[src/scl_map.svh]
`ifndef SCL_MAP_SVH
`define SCL_MAP_SVH
// Register byte offsets
`define SCL_OFS_STATUS   8'h00
`define SCL_OFS_CLEAR    8'h04
`define SCL_OFS_ENABLE   8'h08
`define SCL_OFS_CONFIG   8'h0C
`define SCL_OFS_ADDR     8'h10
`define SCL_OFS_CAUSE    8'h14
// Reset values
`define SCL_ADDR_RESET   7'h01
`define SCL_BAUD_RESET   BAUD_9600
`define SCL_PAR_RESET    PAR_NONE
// Status event bits
`define SCL_EV_OK        0
`define SCL_EV_ERR       1
`define SCL_EV_RST       2
`define SCL_EV_CAUSE     3
`define SCL_EV_W         4
// Shutdown cause codes
`define SCL_CAUSE_OVP    8'h01
`define SCL_CAUSE_EMIS   8'h02
`define SCL_CAUSE_POWER  8'h08
`define SCL_CAUSE_ION    8'h20
// Characters
`define SCL_CH_HASH      8'h23
`define SCL_CH_CR        8'h0D
`define SCL_CH_STAR      8'h2A
`define SCL_CH_QUES      8'h3F
`define SCL_CH_USCORE    8'h5F
`define SCL_CH_0         8'h30
`define SCL_CH_9         8'h39
`define SCL_CH_A         8'h41
`define SCL_CH_Z         8'h5A
`define SCL_CH_PLUS      8'h2B
`define SCL_CH_MINUS     8'h2D
`define SCL_CH_DOT       8'h2E
`define SCL_CH_E         8'h45
// Mnemonics and reply texts as ASCII bytes
`define SCL_MN_NOPAR     24'h53504E
`define SCL_MN_ODDPAR    24'h53504F
`define SCL_MN_EVENPAR   24'h535045
`define SCL_MN_KEY       24'h554E4C
`define SCL_MN_TOGGLE    24'h544C55
`define SCL_MN_CAUSE     16'h5253
`define SCL_MN_BAUD      16'h5342
`define SCL_TAIL_OK      64'h50524F474D5F4F4B
`define SCL_TAIL_BAD     64'h53594E54585F4552
`define SCL_TAIL_LOCK    64'h434F4D4D5F455252
`define SCL_TAIL_KEYON   64'h315F554C5F4F4E5F
`define SCL_TAIL_KEYOFF  64'h305F554C5F4F4646
`define SCL_NAME_EMIS    40'h454D495353
// Lengths
`define SCL_REPLY_LEN    4'hD
`define SCL_MN_MAX       2'h3
`define SCL_INT_MAX      3'h5
`define SCL_TEN          17'h0000A
// Decimal baud rates
`define SCL_RATE_1200    17'h004B0
`define SCL_RATE_2400    17'h00960
`define SCL_RATE_4800    17'h012C0
`define SCL_RATE_9600    17'h02580
`define SCL_RATE_19200   17'h04B00
`define SCL_RATE_38400   17'h09600
`endif

[src/scl_pkg.sv]
package scl_pkg;
  typedef enum logic [1:0] {PAR_NONE = 2'h0, PAR_ODD = 2'h1, PAR_EVEN = 2'h2} scl_parity_t;
  typedef enum logic [2:0] {BAUD_1200 = 3'h0, BAUD_2400 = 3'h1, BAUD_4800 = 3'h2,
                            BAUD_9600 = 3'h3, BAUD_19200 = 3'h4, BAUD_38400 = 3'h5} scl_baud_t;
  typedef enum logic [2:0] {K_ACCEPT = 3'h0, K_BAD = 3'h1, K_LOCKED = 3'h2,
                            K_KEY_ON = 3'h3, K_KEY_OFF = 3'h4, K_CAUSE = 3'h5} scl_kind_t;
  typedef enum logic [1:0] {P_IDLE = 2'h0, P_ADDR1 = 2'h1, P_ADDR2 = 2'h3, P_BODY = 2'h2} scl_pstate_t;
endpackage

[src/scl_reply_tx.sv]
`timescale 1ns/1ps
`include "scl_map.svh"
module scl_reply_tx
  import scl_pkg::*;
(
  // Clock and reset
  input  wire logic        clk,
  input  wire logic        nrst,
  // Request
  input  wire logic        start,
  input  scl_kind_t        kind,
  input  wire logic [7:0]  code,
  input  wire logic [7:0]  addr_hi,
  input  wire logic [7:0]  addr_lo,
  // Character output
  input  wire logic        tx_ready,
  output logic [7:0]       tx_data,
  output logic             tx_valid,
  output logic             busy
);
  scl_kind_t  kind_q;
  logic [7:0] code_q;
  logic [7:0] hi_q;
  logic [7:0] lo_q;
  logic [3:0] idx;

  function automatic logic [7:0] hex_ch(input logic [3:0] n);
    return (n < 4'hA) ? 8'(`SCL_CH_0 + n) : 8'(`SCL_CH_A + n - 4'hA);
  endfunction

  // Most severe cause names the reply
  function automatic logic [39:0] cause_name(input logic [7:0] c);
    if (c == 8'h00)
      return "ST_OK";
    else if (|(c & `SCL_CAUSE_ION))
      return "ION_C";
    else if (|(c & `SCL_CAUSE_EMIS))
      return `SCL_NAME_EMIS;
    else if (|(c & `SCL_CAUSE_OVP))
      return "OVPRS";
    else
      return "POWER";
  endfunction

  wire [63:0] tail = (kind_q == K_ACCEPT)  ? `SCL_TAIL_OK :
                     (kind_q == K_LOCKED)  ? `SCL_TAIL_LOCK :
                     (kind_q == K_KEY_ON)  ? `SCL_TAIL_KEYON :
                     (kind_q == K_KEY_OFF) ? `SCL_TAIL_KEYOFF :
                     (kind_q == K_CAUSE)   ? {hex_ch(code_q[7:4]), hex_ch(code_q[3:0]),
                                              `SCL_CH_USCORE, cause_name(code_q)} :
                                             `SCL_TAIL_BAD;
  wire [7:0]  prefix   = (kind_q == K_BAD || kind_q == K_LOCKED) ? `SCL_CH_QUES : `SCL_CH_STAR;
  wire [63:0] tail_sh  = tail << {idx - 4'h4, 3'h0};
  wire [7:0]  next_chr = (idx == 4'h0) ? prefix :
                         (idx == 4'h1) ? hi_q :
                         (idx == 4'h2) ? lo_q :
                         (idx == 4'h3) ? `SCL_CH_USCORE :
                         (idx == 4'hC) ? `SCL_CH_CR : tail_sh[63:56];
  wire        advance  = busy && (!tx_valid || tx_ready);

  always_ff @(posedge clk or negedge nrst)
    if (!nrst)
    begin
      {busy, tx_valid, idx} <= 6'h00;
      tx_data <= 8'h00;
      kind_q  <= K_BAD;
      {code_q, hi_q, lo_q} <= 24'h000000;
    end
    else if (start && !busy)
    begin
      {busy, idx} <= {1'b1, 4'h0};
      kind_q <= kind;
      {code_q, hi_q, lo_q} <= {code, addr_hi, addr_lo};
    end
    else if (advance && idx == `SCL_REPLY_LEN)
      {busy, tx_valid} <= 2'h0;
    else if (advance)
    begin
      tx_data  <= next_chr;
      tx_valid <= 1'b1;
      idx      <= 4'(idx + 4'h1);
    end
endmodule

[src/scl_top.sv]
// How it works
// No-parity command selects eight bits, no parity
// Odd-parity command selects seven bits, odd parity
// Even-parity command selects seven bits, even parity
// Host sends key right before link settings
// Locked setting without key gets locked error
// Key while not required gets bad-command reply
// Toggle inverts requirement, replies one or zero
// Key-required reply means key is mandatory
// Reset command reinitialises fully, sends nothing; code reloads link format and cause only, keeps key requirement
// Link settings wait pending until next reset
// First cause query after power reports 08
// Cause code is sum of all causes
// Ion collector failure reports cause 20
// Values accepted as float or scientific form; code classifies them but baud takes integers only
// Host puts digit before decimal point
// Baud command carries decimal rate, is guarded
// Framed hash, address, mnemonic, carriage return
`timescale 1ns/1ps
`include "scl_map.svh"
module scl_top
  import scl_pkg::*;
(
  // Clock and reset
  input  wire logic        clk,
  input  wire logic        nrst,
  // Received characters
  input  wire logic [7:0]  rx_data,
  input  wire logic        rx_valid,
  // Transmitted characters
  output logic [7:0]       tx_data,
  output logic             tx_valid,
  input  wire logic        tx_ready,
  // Active link format
  output logic             link_data8,
  output logic             link_par_en,
  output logic             link_par_odd,
  output scl_baud_t        link_baud,
  // Shutdown cause events
  input  wire logic        ovp_fail,
  input  wire logic        emis_fail,
  input  wire logic        ion_fail,
  // Register port
  input  wire logic [7:0]  addr,
  input  wire logic [31:0] wdata,
  input  wire logic        wr,
  input  wire logic        rd,
  output logic [31:0]      rdata,
  output logic             irq
);
  scl_pstate_t pstate;
  logic [7:0]  addr_hi;
  logic [7:0]  addr_lo;
  logic [7:0]  mn [0:2];
  logic [1:0]  mn_len;
  logic        arg_seen;
  logic        bad;
  logic        key_req;
  logic        armed;
  scl_parity_t pend_par;
  scl_baud_t   pend_baud;
  logic [7:0]  cause;
  logic [6:0]  dev_addr;
  logic [`SCL_EV_W-1:0] status;
  logic [`SCL_EV_W-1:0] enable;
  logic        rep_start;
  scl_kind_t   rep_kind;
  logic [7:0]  rep_code;
  logic        rep_busy;
  logic        arg_int;
  logic        arg_float;
  logic        arg_sci;
  logic [16:0] arg_val;

  function automatic logic is_digit(input logic [7:0] c);
    return c >= `SCL_CH_0 && c <= `SCL_CH_9;
  endfunction

  function automatic logic mn_is(input logic [23:0] want);
    return {mn[0], mn[1], mn[2]} == want;
  endfunction

  function automatic logic [3:0] baud_of(input logic [16:0] r);
    unique case (r)
      `SCL_RATE_1200:  return {1'b1, BAUD_1200};
      `SCL_RATE_2400:  return {1'b1, BAUD_2400};
      `SCL_RATE_4800:  return {1'b1, BAUD_4800};
      `SCL_RATE_9600:  return {1'b1, BAUD_9600};
      `SCL_RATE_19200: return {1'b1, BAUD_19200};
      `SCL_RATE_38400: return {1'b1, BAUD_38400};
      default:         return 4'h0;
    endcase
  endfunction

  // Character classes; replies are half duplex so input is dropped while one is pending or being sent
  wire        rx_take   = rx_valid && !rep_busy && !rep_start;
  wire        is_hash   = rx_data == `SCL_CH_HASH;
  wire        is_cr     = rx_data == `SCL_CH_CR;
  wire        is_letter = rx_data >= `SCL_CH_A && rx_data <= `SCL_CH_Z;
  wire        mn_char   = is_letter && !arg_seen;
  wire        arg_feed  = rx_take && pstate == P_BODY && !is_cr && !is_hash && !mn_char;
  wire        frame_clr = rx_take && is_hash;

  // Address match and mnemonic decode
  wire [6:0]  rx_addr   = 7'({3'h0, addr_hi[3:0]} * 7'h0A + {3'h0, addr_lo[3:0]});
  wire        frame_end = rx_take && pstate == P_BODY && is_cr;
  wire        addr_ok   = frame_end && !bad && is_digit(addr_hi) && is_digit(addr_lo)
                          && rx_addr == dev_addr;
  wire        bare      = addr_ok && !arg_seen;
  wire        select_no_parity_cmd       = bare && mn_is(`SCL_MN_NOPAR);
  wire        select_odd_parity_cmd      = bare && mn_is(`SCL_MN_ODDPAR);
  wire        select_even_parity_cmd     = bare && mn_is(`SCL_MN_EVENPAR);
  wire        comm_settings_key_cmd      = bare && mn_is(`SCL_MN_KEY);
  wire        toggle_key_requirement_cmd = bare && mn_is(`SCL_MN_TOGGLE);
  wire        cmd_rst   = bare && mn_is("RST");
  wire        read_shutdown_cause_cmd    = bare && mn_is({`SCL_MN_CAUSE, 8'h00});
  wire [3:0]  rate      = baud_of(arg_val);
  wire        set_baud_cmd = addr_ok && arg_seen && mn_is({`SCL_MN_BAUD, 8'h00}) && arg_int && rate[3];
  wire        do_set    = select_no_parity_cmd || select_odd_parity_cmd || select_even_parity_cmd || set_baud_cmd;
  wire        locked    = key_req && !armed;
  wire        set_ok    = do_set && !locked;
  wire        soft_rst  = cmd_rst;

  // Reply selection
  wire        next_rep_start = addr_ok && !cmd_rst;
  wire scl_kind_t next_kind  = do_set  ? (locked ? K_LOCKED : K_ACCEPT) :
                               comm_settings_key_cmd ? (key_req ? K_ACCEPT : K_BAD) :
                               toggle_key_requirement_cmd ? (key_req ? K_KEY_OFF : K_KEY_ON) :
                               read_shutdown_cause_cmd ? K_CAUSE : K_BAD;
  wire scl_parity_t next_par = select_no_parity_cmd ? PAR_NONE :
                               select_odd_parity_cmd ? PAR_ODD :
                               select_even_parity_cmd ? PAR_EVEN : pend_par;

  // Causes accumulate; a report clears, a soft reset restarts at power
  wire [7:0]  cause_ev   = (ovp_fail  ? `SCL_CAUSE_OVP  : 8'h00) |
                           (emis_fail ? `SCL_CAUSE_EMIS : 8'h00) |
                           (ion_fail  ? `SCL_CAUSE_ION  : 8'h00);
  wire [7:0]  next_cause = (read_shutdown_cause_cmd ? 8'h00 : soft_rst ? `SCL_CAUSE_POWER : cause)
                           | cause_ev;

  // Register port decode; set wins over clear
  wire        wr_clr   = wr && addr == `SCL_OFS_CLEAR;
  wire        wr_en    = wr && addr == `SCL_OFS_ENABLE;
  wire        wr_addr  = wr && addr == `SCL_OFS_ADDR;
  wire [`SCL_EV_W-1:0] ev;
  assign ev[`SCL_EV_OK]    = (next_rep_start && (next_kind != K_BAD && next_kind != K_LOCKED)) || soft_rst;
  assign ev[`SCL_EV_ERR]   = next_rep_start && (next_kind == K_BAD || next_kind == K_LOCKED);
  assign ev[`SCL_EV_RST]   = soft_rst;
  assign ev[`SCL_EV_CAUSE] = |cause_ev;
  wire [`SCL_EV_W-1:0] next_status = (status & ~(wr_clr ? wdata[`SCL_EV_W-1:0] : {`SCL_EV_W{1'b0}})) | ev;
  wire [31:0] cfg_word = {20'h00000, armed, key_req, pend_baud, pend_par, link_baud, link_par_en, link_par_odd};
  wire [31:0] rd_mux   = (addr == `SCL_OFS_STATUS) ? {28'h0000000, status} :
                         (addr == `SCL_OFS_ENABLE) ? {28'h0000000, enable} :
                         (addr == `SCL_OFS_CONFIG) ? cfg_word :
                         (addr == `SCL_OFS_ADDR)   ? {25'h0000000, dev_addr} :
                         (addr == `SCL_OFS_CAUSE)  ? {24'h000000, cause} : 32'h00000000;

  // Frame parser
  always_ff @(posedge clk or negedge nrst)
    if (!nrst)
    begin
      pstate <= P_IDLE;
      {addr_hi, addr_lo, mn_len, arg_seen, bad} <= 20'h00000;
      {mn[0], mn[1], mn[2]} <= 24'h000000;
    end
    else if (frame_clr)
    begin
      pstate <= P_ADDR1;
      {mn_len, arg_seen, bad} <= 4'h0;
      {mn[0], mn[1], mn[2]} <= 24'h000000;
    end
    else if (rx_take)
    begin
      unique case (pstate)
        P_IDLE:  pstate <= P_IDLE;
        P_ADDR1: {addr_hi, pstate} <= {rx_data, P_ADDR2};
        P_ADDR2: {addr_lo, pstate} <= {rx_data, P_BODY};
        P_BODY:
        begin
          if (is_cr)
            pstate <= P_IDLE;
          else if (mn_char && mn_len == `SCL_MN_MAX)
            bad <= 1'b1;
          else if (mn_char)
          begin
            mn[mn_len] <= rx_data;
            mn_len     <= 2'(mn_len + 2'h1);
          end
          else
            arg_seen <= 1'b1;
        end
      endcase
    end

  // Command effects; the key must directly precede, so any other well-formed frame to this address drops it
  always_ff @(posedge clk or negedge nrst)
    if (!nrst)
    begin
      {key_req, armed} <= 2'h0;
      pend_par  <= `SCL_PAR_RESET;
      pend_baud <= `SCL_BAUD_RESET;
    end
    else if (addr_ok)
    begin
      armed <= comm_settings_key_cmd && key_req;
      if (toggle_key_requirement_cmd)
        key_req <= !key_req;
      if (set_ok)
        pend_par <= next_par;
      if (set_ok && set_baud_cmd)
        pend_baud <= scl_baud_t'(rate[2:0]);
    end

  // Active link format only moves on reset
  always_ff @(posedge clk or negedge nrst)
    if (!nrst)
    begin
      {link_data8, link_par_en, link_par_odd} <= 3'h4;
      link_baud <= `SCL_BAUD_RESET;
    end
    else if (soft_rst)
    begin
      link_data8   <= pend_par == PAR_NONE;
      link_par_en  <= pend_par != PAR_NONE;
      link_par_odd <= pend_par == PAR_ODD;
      link_baud    <= pend_baud;
    end

  // Reply request and shutdown cause
  always_ff @(posedge clk or negedge nrst)
    if (!nrst)
    begin
      rep_start <= 1'b0;
      rep_kind  <= K_BAD;
      rep_code  <= 8'h00;
      cause     <= `SCL_CAUSE_POWER;
    end
    else
    begin
      rep_start <= next_rep_start;
      cause     <= next_cause;
      if (next_rep_start)
      begin
        rep_kind <= next_kind;
        rep_code <= cause;
      end
    end

  // Software registers
  always_ff @(posedge clk or negedge nrst)
    if (!nrst)
    begin
      {status, enable, irq} <= 9'h000;
      dev_addr <= `SCL_ADDR_RESET;
      rdata    <= 32'h00000000;
    end
    else
    begin
      status <= next_status;
      irq    <= |(next_status & enable);
      rdata  <= rd ? rd_mux : 32'h00000000;
      if (wr_en)
        enable <= wdata[`SCL_EV_W-1:0];
      if (wr_addr)
        dev_addr <= wdata[6:0];
    end

  scl_value_check u_value (
    .clk      (clk),
    .nrst     (nrst),
    .clr      (frame_clr),
    .feed     (arg_feed),
    .ch       (rx_data),
    .is_int   (arg_int),
    .is_float (arg_float),
    .is_sci   (arg_sci),
    .value    (arg_val)
  );

  scl_reply_tx u_reply (
    .clk      (clk),
    .nrst     (nrst),
    .start    (rep_start),
    .kind     (rep_kind),
    .code     (rep_code),
    .addr_hi  (addr_hi),
    .addr_lo  (addr_lo),
    .tx_ready (tx_ready),
    .tx_data  (tx_data),
    .tx_valid (tx_valid),
    .busy     (rep_busy)
  );
endmodule

[src/scl_value_check.sv]
`timescale 1ns/1ps
`include "scl_map.svh"
module scl_value_check
  import scl_pkg::*;
(
  // Clock and reset
  input  wire logic        clk,
  input  wire logic        nrst,
  // Character stream
  input  wire logic        clr,
  input  wire logic        feed,
  input  wire logic [7:0]  ch,
  // Classification
  output logic             is_int,
  output logic             is_float,
  output logic             is_sci,
  output logic [16:0]      value
);
  logic [2:0] pre;
  logic       sign_seen;
  logic       point;
  logic       post;
  logic       e_seen;
  logic       esign;
  logic       exp_dig;
  logic       bad;
  wire        is_dig  = ch >= `SCL_CH_0 && ch <= `SCL_CH_9;
  wire        is_sgn  = ch == `SCL_CH_PLUS || ch == `SCL_CH_MINUS;
  wire        lead    = pre == 3'h0 && !sign_seen;
  wire        exp_sgn = e_seen && !exp_dig && !esign;

  always_ff @(posedge clk or negedge nrst)
    if (!nrst)
    begin
      {pre, sign_seen, point, post, e_seen, esign, exp_dig, bad} <= 10'h000;
      value <= 17'h00000;
    end
    else if (clr)
    begin
      {pre, sign_seen, point, post, e_seen, esign, exp_dig, bad} <= 10'h000;
      value <= 17'h00000;
    end
    else if (feed)
    begin
      if (is_dig && e_seen)
        exp_dig <= 1'b1;
      else if (is_dig && point)
        post <= 1'b1;
      else if (is_dig && pre == `SCL_INT_MAX)
        bad <= 1'b1;
      else if (is_dig)
      begin
        pre   <= 3'(pre + 3'h1);
        value <= 17'(value * `SCL_TEN + {13'h0000, ch[3:0]});
      end
      else if (ch == `SCL_CH_DOT)
        // A digit must stand left of the point
        {point, bad} <= {1'b1, point | e_seen | (pre == 3'h0) | bad};
      else if (ch == `SCL_CH_E)
        {e_seen, bad} <= {1'b1, e_seen | (pre == 3'h0) | (point & !post) | bad};
      else if (is_sgn && lead)
        sign_seen <= 1'b1;
      else if (is_sgn && exp_sgn)
        esign <= 1'b1;
      else
        bad <= 1'b1;
    end

  assign is_int   = !bad && pre != 3'h0 && !point && !e_seen && !sign_seen;
  assign is_float = !bad && pre != 3'h0 && point && post && !e_seen;
  assign is_sci   = !bad && pre != 3'h0 && e_seen && exp_dig;
endmodule

[config.mk]
export PLATFORM = sky130hd
export DESIGN_NAME = scl_top
export DESIGN_NICKNAME = d
export VERILOG_FILES = /design/src/scl_pkg.sv /design/src/scl_reply_tx.sv /design/src/scl_top.sv /design/src/scl_value_check.sv
export VERILOG_INCLUDE_DIRS = /design/src /design/src/src
export SDC_FILE = /design/constraint.sdc
export NUM_CORES = 1
export LEC_CHECK = 0
export CORE_UTILIZATION = 30
export CTS_BUF_LIST = sky130_fd_sc_hd__clkbuf_8
export DETAILED_ROUTE_END_ITERATION = 6
export DONT_BUFFER_PORTS = 1
export GPL_TIMING_DRIVEN = 0
export PLACE_DENSITY = 0.49
export SLEW_MARGIN = 10
export SYNTH_ARGS = -nofsm -noshare
export SYNTH_HDL_FRONTEND = slang
export SYNTH_SLANG_ARGS = --single-unit
[constraint.sdc]
create_clock -name clk -period 5.35 [get_ports clk]
set_clock_uncertainty 0.2 [all_clocks]
set_input_delay 0.2675 -clock clk [delete_from_list [all_inputs] [get_ports clk]]
set_output_delay 0.2675 -clock clk [all_outputs]
set_load 0.01 [all_outputs]
==> results of run 1 <==
## Yosys cell counts (16+ instances only)
cell        n
o21ai_0    87
xnor2_1    24
dfrtp_1   154
inv_1      49
nand4_1    16
a21oi_1    49
nand3_1    65
clkbuf_1   47
buf_4      20
nand2_1   151
nor2_1     70
nor3_1     19
mux2_2     30
nor2b_1    22
ha_1       50
## where the power goes
part / internal (uW) / total (uW) / switching, uW
combinational: 397 / 984 / 587
sequential: 1340 / 1470 / 131
clock: 426 / 928 / 503
## path summary, 6_finish.rpt
check                            startpoint      endpoint  cells past startpoint
min in group asynchronous              nrst    addr_lo[3]                      2
worst max register to register   addr_hi[3]           irq                     11
worst min-delay path             rx_data[0]     pstate[1]                      5
worst min register to register  rep_kind[0]   rep_kind[0]                      2
max in group asynchronous              nrst  pend_baud[2]                      2
worst max-delay path             addr_hi[3]           irq                     11
## per-layer routing
layer / vias to the layer above / part of all wire [%]
met1: 4120 / 48
met2: 169 / 47
met4: 0 / 1.4
met5: - / 0
li1: 4186 / -
met3: 26 / 3.3
## timing repair
item / in CTS / in global routing
gates resized for setup: 0 / 0
hold buffers: 23 / 0
endpoints found under the hold margin: 223 / 0
## through the flow
| stage | area, um^2 | worst slack, ps |
|---|---|---|
| floorplan | 10260 | 1633 |
| global placement | 10820 | 1304 |
| detailed placement | 10820 | 1295 |
| CTS | 11470 | 1278 |
| global route | 11470 | 819.3 |
| finish | 11470 | 1325 |
## cells in the final DEF, fill, tap and decap left out, drive strengths merged, types with 14 or more instances in the layout
cell type    instances
ha                  50
nor3                20
buf                 25
nor2b               23
xnor2               24
conb                20
nor2                71
a21oi               49
nand3               65
clkbuf              64
o21ai               90
inv                 57
nand2              151
dfrtp              154
mux2                35
nand4               16
dlygate4sd3         22
nand2b              14
a21o                14
## worst max-delay path, stage by stage (launching register included)
cell      delay, ps
dfrtp_1         460
ha_1            300
ha_1            370
xnor2_1         170
a211oi_1         90
or4_1           500
or3_1           390
or4b_4          540
nand2b_1        160
clkbuf_1        240
nor4b_1         370
a211o_1         170
## sequential cells by signal, summed over array words and instances (netlist names), 4 cells and up
name             cells
addr_hi              8
addr_lo              8
cause                4
dev_addr             7
enable               4
mn                  24
rdata               12
rep_code             4
status               4
u_reply.code_q       4
u_reply.hi_q         8
u_reply.idx          4
u_reply.lo_q         8
u_reply.tx_data      8
u_value.value       17
## logic make-up after synthesis
family                     synth area share (%)
and+or+nand+nor                           23.74
AOI/OAI and AO/OA                         16.27
DFF                                       40.15
buffers and inverters                     5.207
adders and majority gates                 6.927
muxes                                     4.483
xor gates and xnor gates                  3.181
other                                   0.03681
## final cells by class
| cell class | instances | area (um^2) | area share [%] |
|---|---|---|---|
| Buffer | 71 | 342.8 | 2.990 |
| Clock buffer | 17 | 234.0 | 2.041 |
| Multi-Input combinational cell | 874 | 5638 | 49.17 |
| Inverter | 50 | 187.7 | 1.637 |
| Timing Repair Buffer | 23 | 247.7 | 2.161 |
| Sequential cell | 163 | 4090 | 35.67 |
| Tap cell | 448 | 560.5 | 4.889 |
| Clock inverter | 14 | 165.2 | 1.440 |
==> flow_metrics.py, run 1 <==
metrics = {
    "outcome": {
        "status": "completed",
    },
    "sta": {
        "grt_setup_unrepaired": "no",
        "hold_ws_ps": 42.74,
        "setup-tns-final_ps": 0,
        "finalSetupViolations": 0,
        "relSlewSlack_pct": 36.57,
        "tightest_slew_ps": 939.5,
        "clock.fmax_mhz": 248.5,
        "post-route-period-util_pct": 75.23,
        "hold_viol": 0,
        "period_minus_slack_ps": 4025,
        "slew_violations": 0,
    },
    "route": {
        "drc": 0,
        "wirelength_mm": 28.11,
        "ant_nets": 0,
        "routed_via_density": 5.121,
        "dr.pass1.iters": 6,
        "wl_per_cell_um": 16.93,
        "drt_iter0_drc": 526,
        "dr_total_vias": 8501,
    },
    "die": {
        "die_height_um": 186.3,
        "num_io_pins": 105,
        "start_util_pct": 30.46,
        "dieWidth_um": 186.3,
        "die_area_mm2": 0.03470,
        "num_rows": 67,
        "core_area_mm2": 0.03345,
    },
    "critical_path": {
        "criticalPathCategory": "flop to flop",
        "crit_fanout": 10,
        "worst_ep_arrival_time_ps": 4230,
        "worstSetupEndpointType": "flop",
        "cp.required_ps": 5560,
        "reg2reg_slack_ps": 1330,
        "start_kind": "flop",
    },
    "pwr": {
        "power.density_mw_per_mm2": 295.0,
        "p_leak_uw": 0.005015,
        "ir_drop_mv": 0.1273,
        "power.total_uw": 3382,
    },
    "yosys": {
        "synth_area_per_cell_um2": 8.944,
        "synth-edff-count": 0,
        "synthTopCellsByArea": "dfrtp_1 38%, ha_1 6.1%, nand2_1 5.6%, o21ai_0 4.3%, mux2_2 3.3%",
        "async_reset_ff_share_pct": 100.0,
        "synth_cell_type_count": 86,
        "synth_area_mm2": 0.01019,
        "synth_top_area_share_pct": 37.83,
        "ys_seq_area_share_pct": 40.15,
        "synth_top_flop_cell": "dfrtp_1",
        "syn_inst": 1139,
        "ys_warn_count": 0,
        "synth_largest_area_cell": "dfrtp_1",
        "ys_seq_elements": 163,
    },
    "placed_design": {
        "dp_hpwl_mm": 21.05,
        "gp_congestion": 0.8579,
        "place_inst": 1606,
        "port-buffer-count": 0,
    },
    "cts": {
        "post_cts_buffers": 0,
        "cts_root_buf": "clkbuf_8",
        "cts_tree": "done",
        "htreeDepth": 4,
        "clockBufferDepth": 2,
        "clk_pin_slew_worst_paths_ps": 100,
        "clkLatencyLatePin_ps": 470,
        "cts_num_sinks": 163,
        "cts_buffers": 17,
    },
    "grt": {
        "antenna_found_initial": 0,
        "grt_use_met3_pct": 2.590,
        "busiest_layer": "met2",
        "grt_max_degree": 164,
        "grt_pass1_vias": 8418,
        "grt_use_total_pct": 17.19,
        "gr-total-overflow": 0,
        "met1_usage_pct": 23.27,
        "met2_usage_pct": 28.49,
        "grt_first_pass_wirelength_mm": 46.29,
    },
    "finish": {
        "fillers": 3537,
        "layout-drive-gt1-share_pct": 9.241,
        "final_util_pct": 34.28,
        "n_antenna_cell": 0,
        "stdcell_count": 1660,
        "nNetsFinal": 1311,
        "synthToLayoutAreaGrowth_pct": 12.55,
    },
    "flow_run": {
        "cap_violations": 0,
    },
    "worst_hold_path": {
        "min_path_type": "primary input to flop",
    },
}
Note: power is estimated with default switching activity, not from simulation.
==> run 2: changes to the inputs <==
- clock period: 5.35 -> 4.15 ns (I/O delays scaled with it)
==> flow_metrics.py, run 2 (synthesis results as in run 1) <==
metrics = {
    "sta": {
        "setup-tns-final_ps": 0,
        "hold_viol": 163,
        "fin_ws_ps": 187.8,
        "hold_ws_ps": -740.2,
        "grt_setup_unrepaired": "no",
        "finalSetupViolations": 0,
        "clock.fmax_mhz": 252.4,
        "post-route-period-util_pct": 95.48,
        "slew_violations": 0,
        "relSlewSlack_pct": 40.67,
        "tightest_slew_ps": 867.5,
        "period_minus_slack_ps": 3962,
    },
    "finish": {
        "multi_input_area_mm2": 0.005645,
        "final-seq-area_mm2": 0.004091,
        "fillers": 3540,
        "final_cell_area_mm2": 0.01150,
        "synthToLayoutAreaGrowth_pct": 12.85,
        "largest-register": "mn",
        "top_regs": "mn: 24 flops, u_value.value: 17 flops, rdata: 12 flops",
        "largest_reg_flops": 24,
        "layout-drive-gt1-share_pct": 9.300,
        "nNetsFinal": 1314,
        "mostFrequentLayoutCells": "153 x dfrtp_1, 151 x nand2_1, 87 x o21ai_0",
        "final_common_cell": "dfrtp_1",
    },
    "placed_design": {
        "gp_congestion": 0.8579,
        "dp_hpwl_mm": 21.05,
        "port-buffer-count": 0,
        "post-place-ws_ps": 95.48,
        "place_area_mm2": 0.01082,
    },
    "cts": {
        "cts_buffers": 17,
        "cts_root_buf": "clkbuf_8",
        "clkLatencyLatePin_ps": 470,
        "cts_num_sinks": 163,
        "post_cts_buffers": 0,
        "clockBufferDepth": 2,
        "holdBufCountCts": 27,
        "htreeDepth": 4,
        "clk_pin_slew_worst_paths_ps": 90,
        "cts_tree": "done",
    },
    "critical_path": {
        "cp.required_ps": 4340,
        "criticalPathCategory": "flop to flop",
        "crit_fanout": 6,
        "rr_worst_depth": 10,
        "worstSetupEndpointType": "flop",
        "worst_ep_arrival_time_ps": 4150,
        "start_kind": "flop",
    },
    "grt": {
        "antenna_found_initial": 1,
        "gr-total-overflow": 0,
        "grt_max_degree": 164,
        "grt_first_pass_wirelength_mm": 46.29,
        "grt_pass1_vias": 8421,
        "grt_use_total_pct": 17.19,
    },
    "worst_hold_path": {
        "min_path_type": "primary input to asynchronous set/reset pin",
    },
    "route": {
        "drt_iter0_drc": 554,
        "wirelength_mm": 28.17,
        "routed_via_density": 5.129,
        "dr.pass1.iters": 5,
        "wl_per_cell_um": 16.93,
        "ant_nets": 0,
        "drc": 0,
        "dr_total_vias": 8534,
    },
    "die": {
        "die_area_mm2": 0.03470,
        "start_util_pct": 30.46,
        "die_height_um": 186.3,
        "num_io_pins": 105,
        "dieWidth_um": 186.3,
        "num_rows": 67,
        "core_area_mm2": 0.03345,
    },
    "pwr": {
        "p_leak_uw": 0.005023,
        "ir_drop_mv": 0.1642,
        "power.total_uw": 4334,
        "power.density_mw_per_mm2": 377.0,
    },
    "outcome": {
        "status": "finished, violations left",
        "violations": "negative hold slack",
    },
    "flow_run": {
        "cap_violations": 0,
    },
}
## run 2: cell types whose count changed in the layout (fill, tap and decap cells not counted), sizes merged
cell	previous run	this run
diode	0	1
buf	25	24
clkbuf	64	63
dlygate4sd3	22	27
## run 2: cell type report
cell class | count | area share [%]
Multi-Input combinational cell | 874 | 49.11
Sequential cell | 163 | 35.59
Tap cell | 448 | 4.876
Buffer | 70 | 2.950
Timing Repair Buffer | 27 | 2.351
Clock buffer | 17 | 2.035
Inverter | 50 | 1.633
Clock inverter | 14 | 1.437
Antenna cell | 1 | 0.02177
## run 2: where the power goes
group / switching [uW] / internal (uW) / leakage [uW] / total [uW]
Combinational: 728 / 511 / 0.00268 / 1240
Clock: 651 / 549 / 0.000190 / 1200
Sequential: 169 / 1730 / 0.00216 / 1900
Total: 1550 / 2790 / 0.00502 / 4330
## run 2: timing repair
item | CTS | global route
gates resized for setup | 0 | 4
endpoints found under the setup margin | 0 | 5
hold endpoints to repair | 236 | 163
## run 2: worst max-delay path, stage by stage, from the launching register on
cell and delay (ps):
dfrtp_2 460, ha_1 290, ha_1 370, xnor2_1 170, a211oi_1 90, or4_1 500, or3_1 390, or4b_4 540
or4_4 570, nor2b_4 150, nor3_2 160
## run 2: worst paths after layout
path                                  start               end  slack, ps
worst max-delay path             addr_hi[3]       pend_par[0]        190
worst min-delay path                   nrst  u_reply.tx_valid       -740
worst max register to register   addr_hi[3]       pend_par[0]        190
worst min register to register  rep_kind[0]       rep_kind[0]        270
max in group asynchronous              nrst      pend_baud[0]       4090
min in group clk                    addr[6]          rdata[5]         50
## run 2: per-layer routing
layer  GRT usage, %  routed length [um]  vias to the layer above
met5              0                   0                        -
met4          4.754                 381                        0
met3          2.551                 980                       27
met2          28.34               13270                      177
met1          23.36               13530                     4133
li1               -                   -                     4197
## run 2: metrics by stage
stage | hold slack, ps | cells | utilization, %
after floorplan | -288.1 | 1158 | -
after global placement | -267.3 | 1606 | 32.35
after global routing | -796.5 | 1664 | 34.37
after CTS | -799.5 | 1664 | 34.35
after detailed placement | -267.7 | 1606 | 32.35
final | -740.2 | 1664 | 34.37
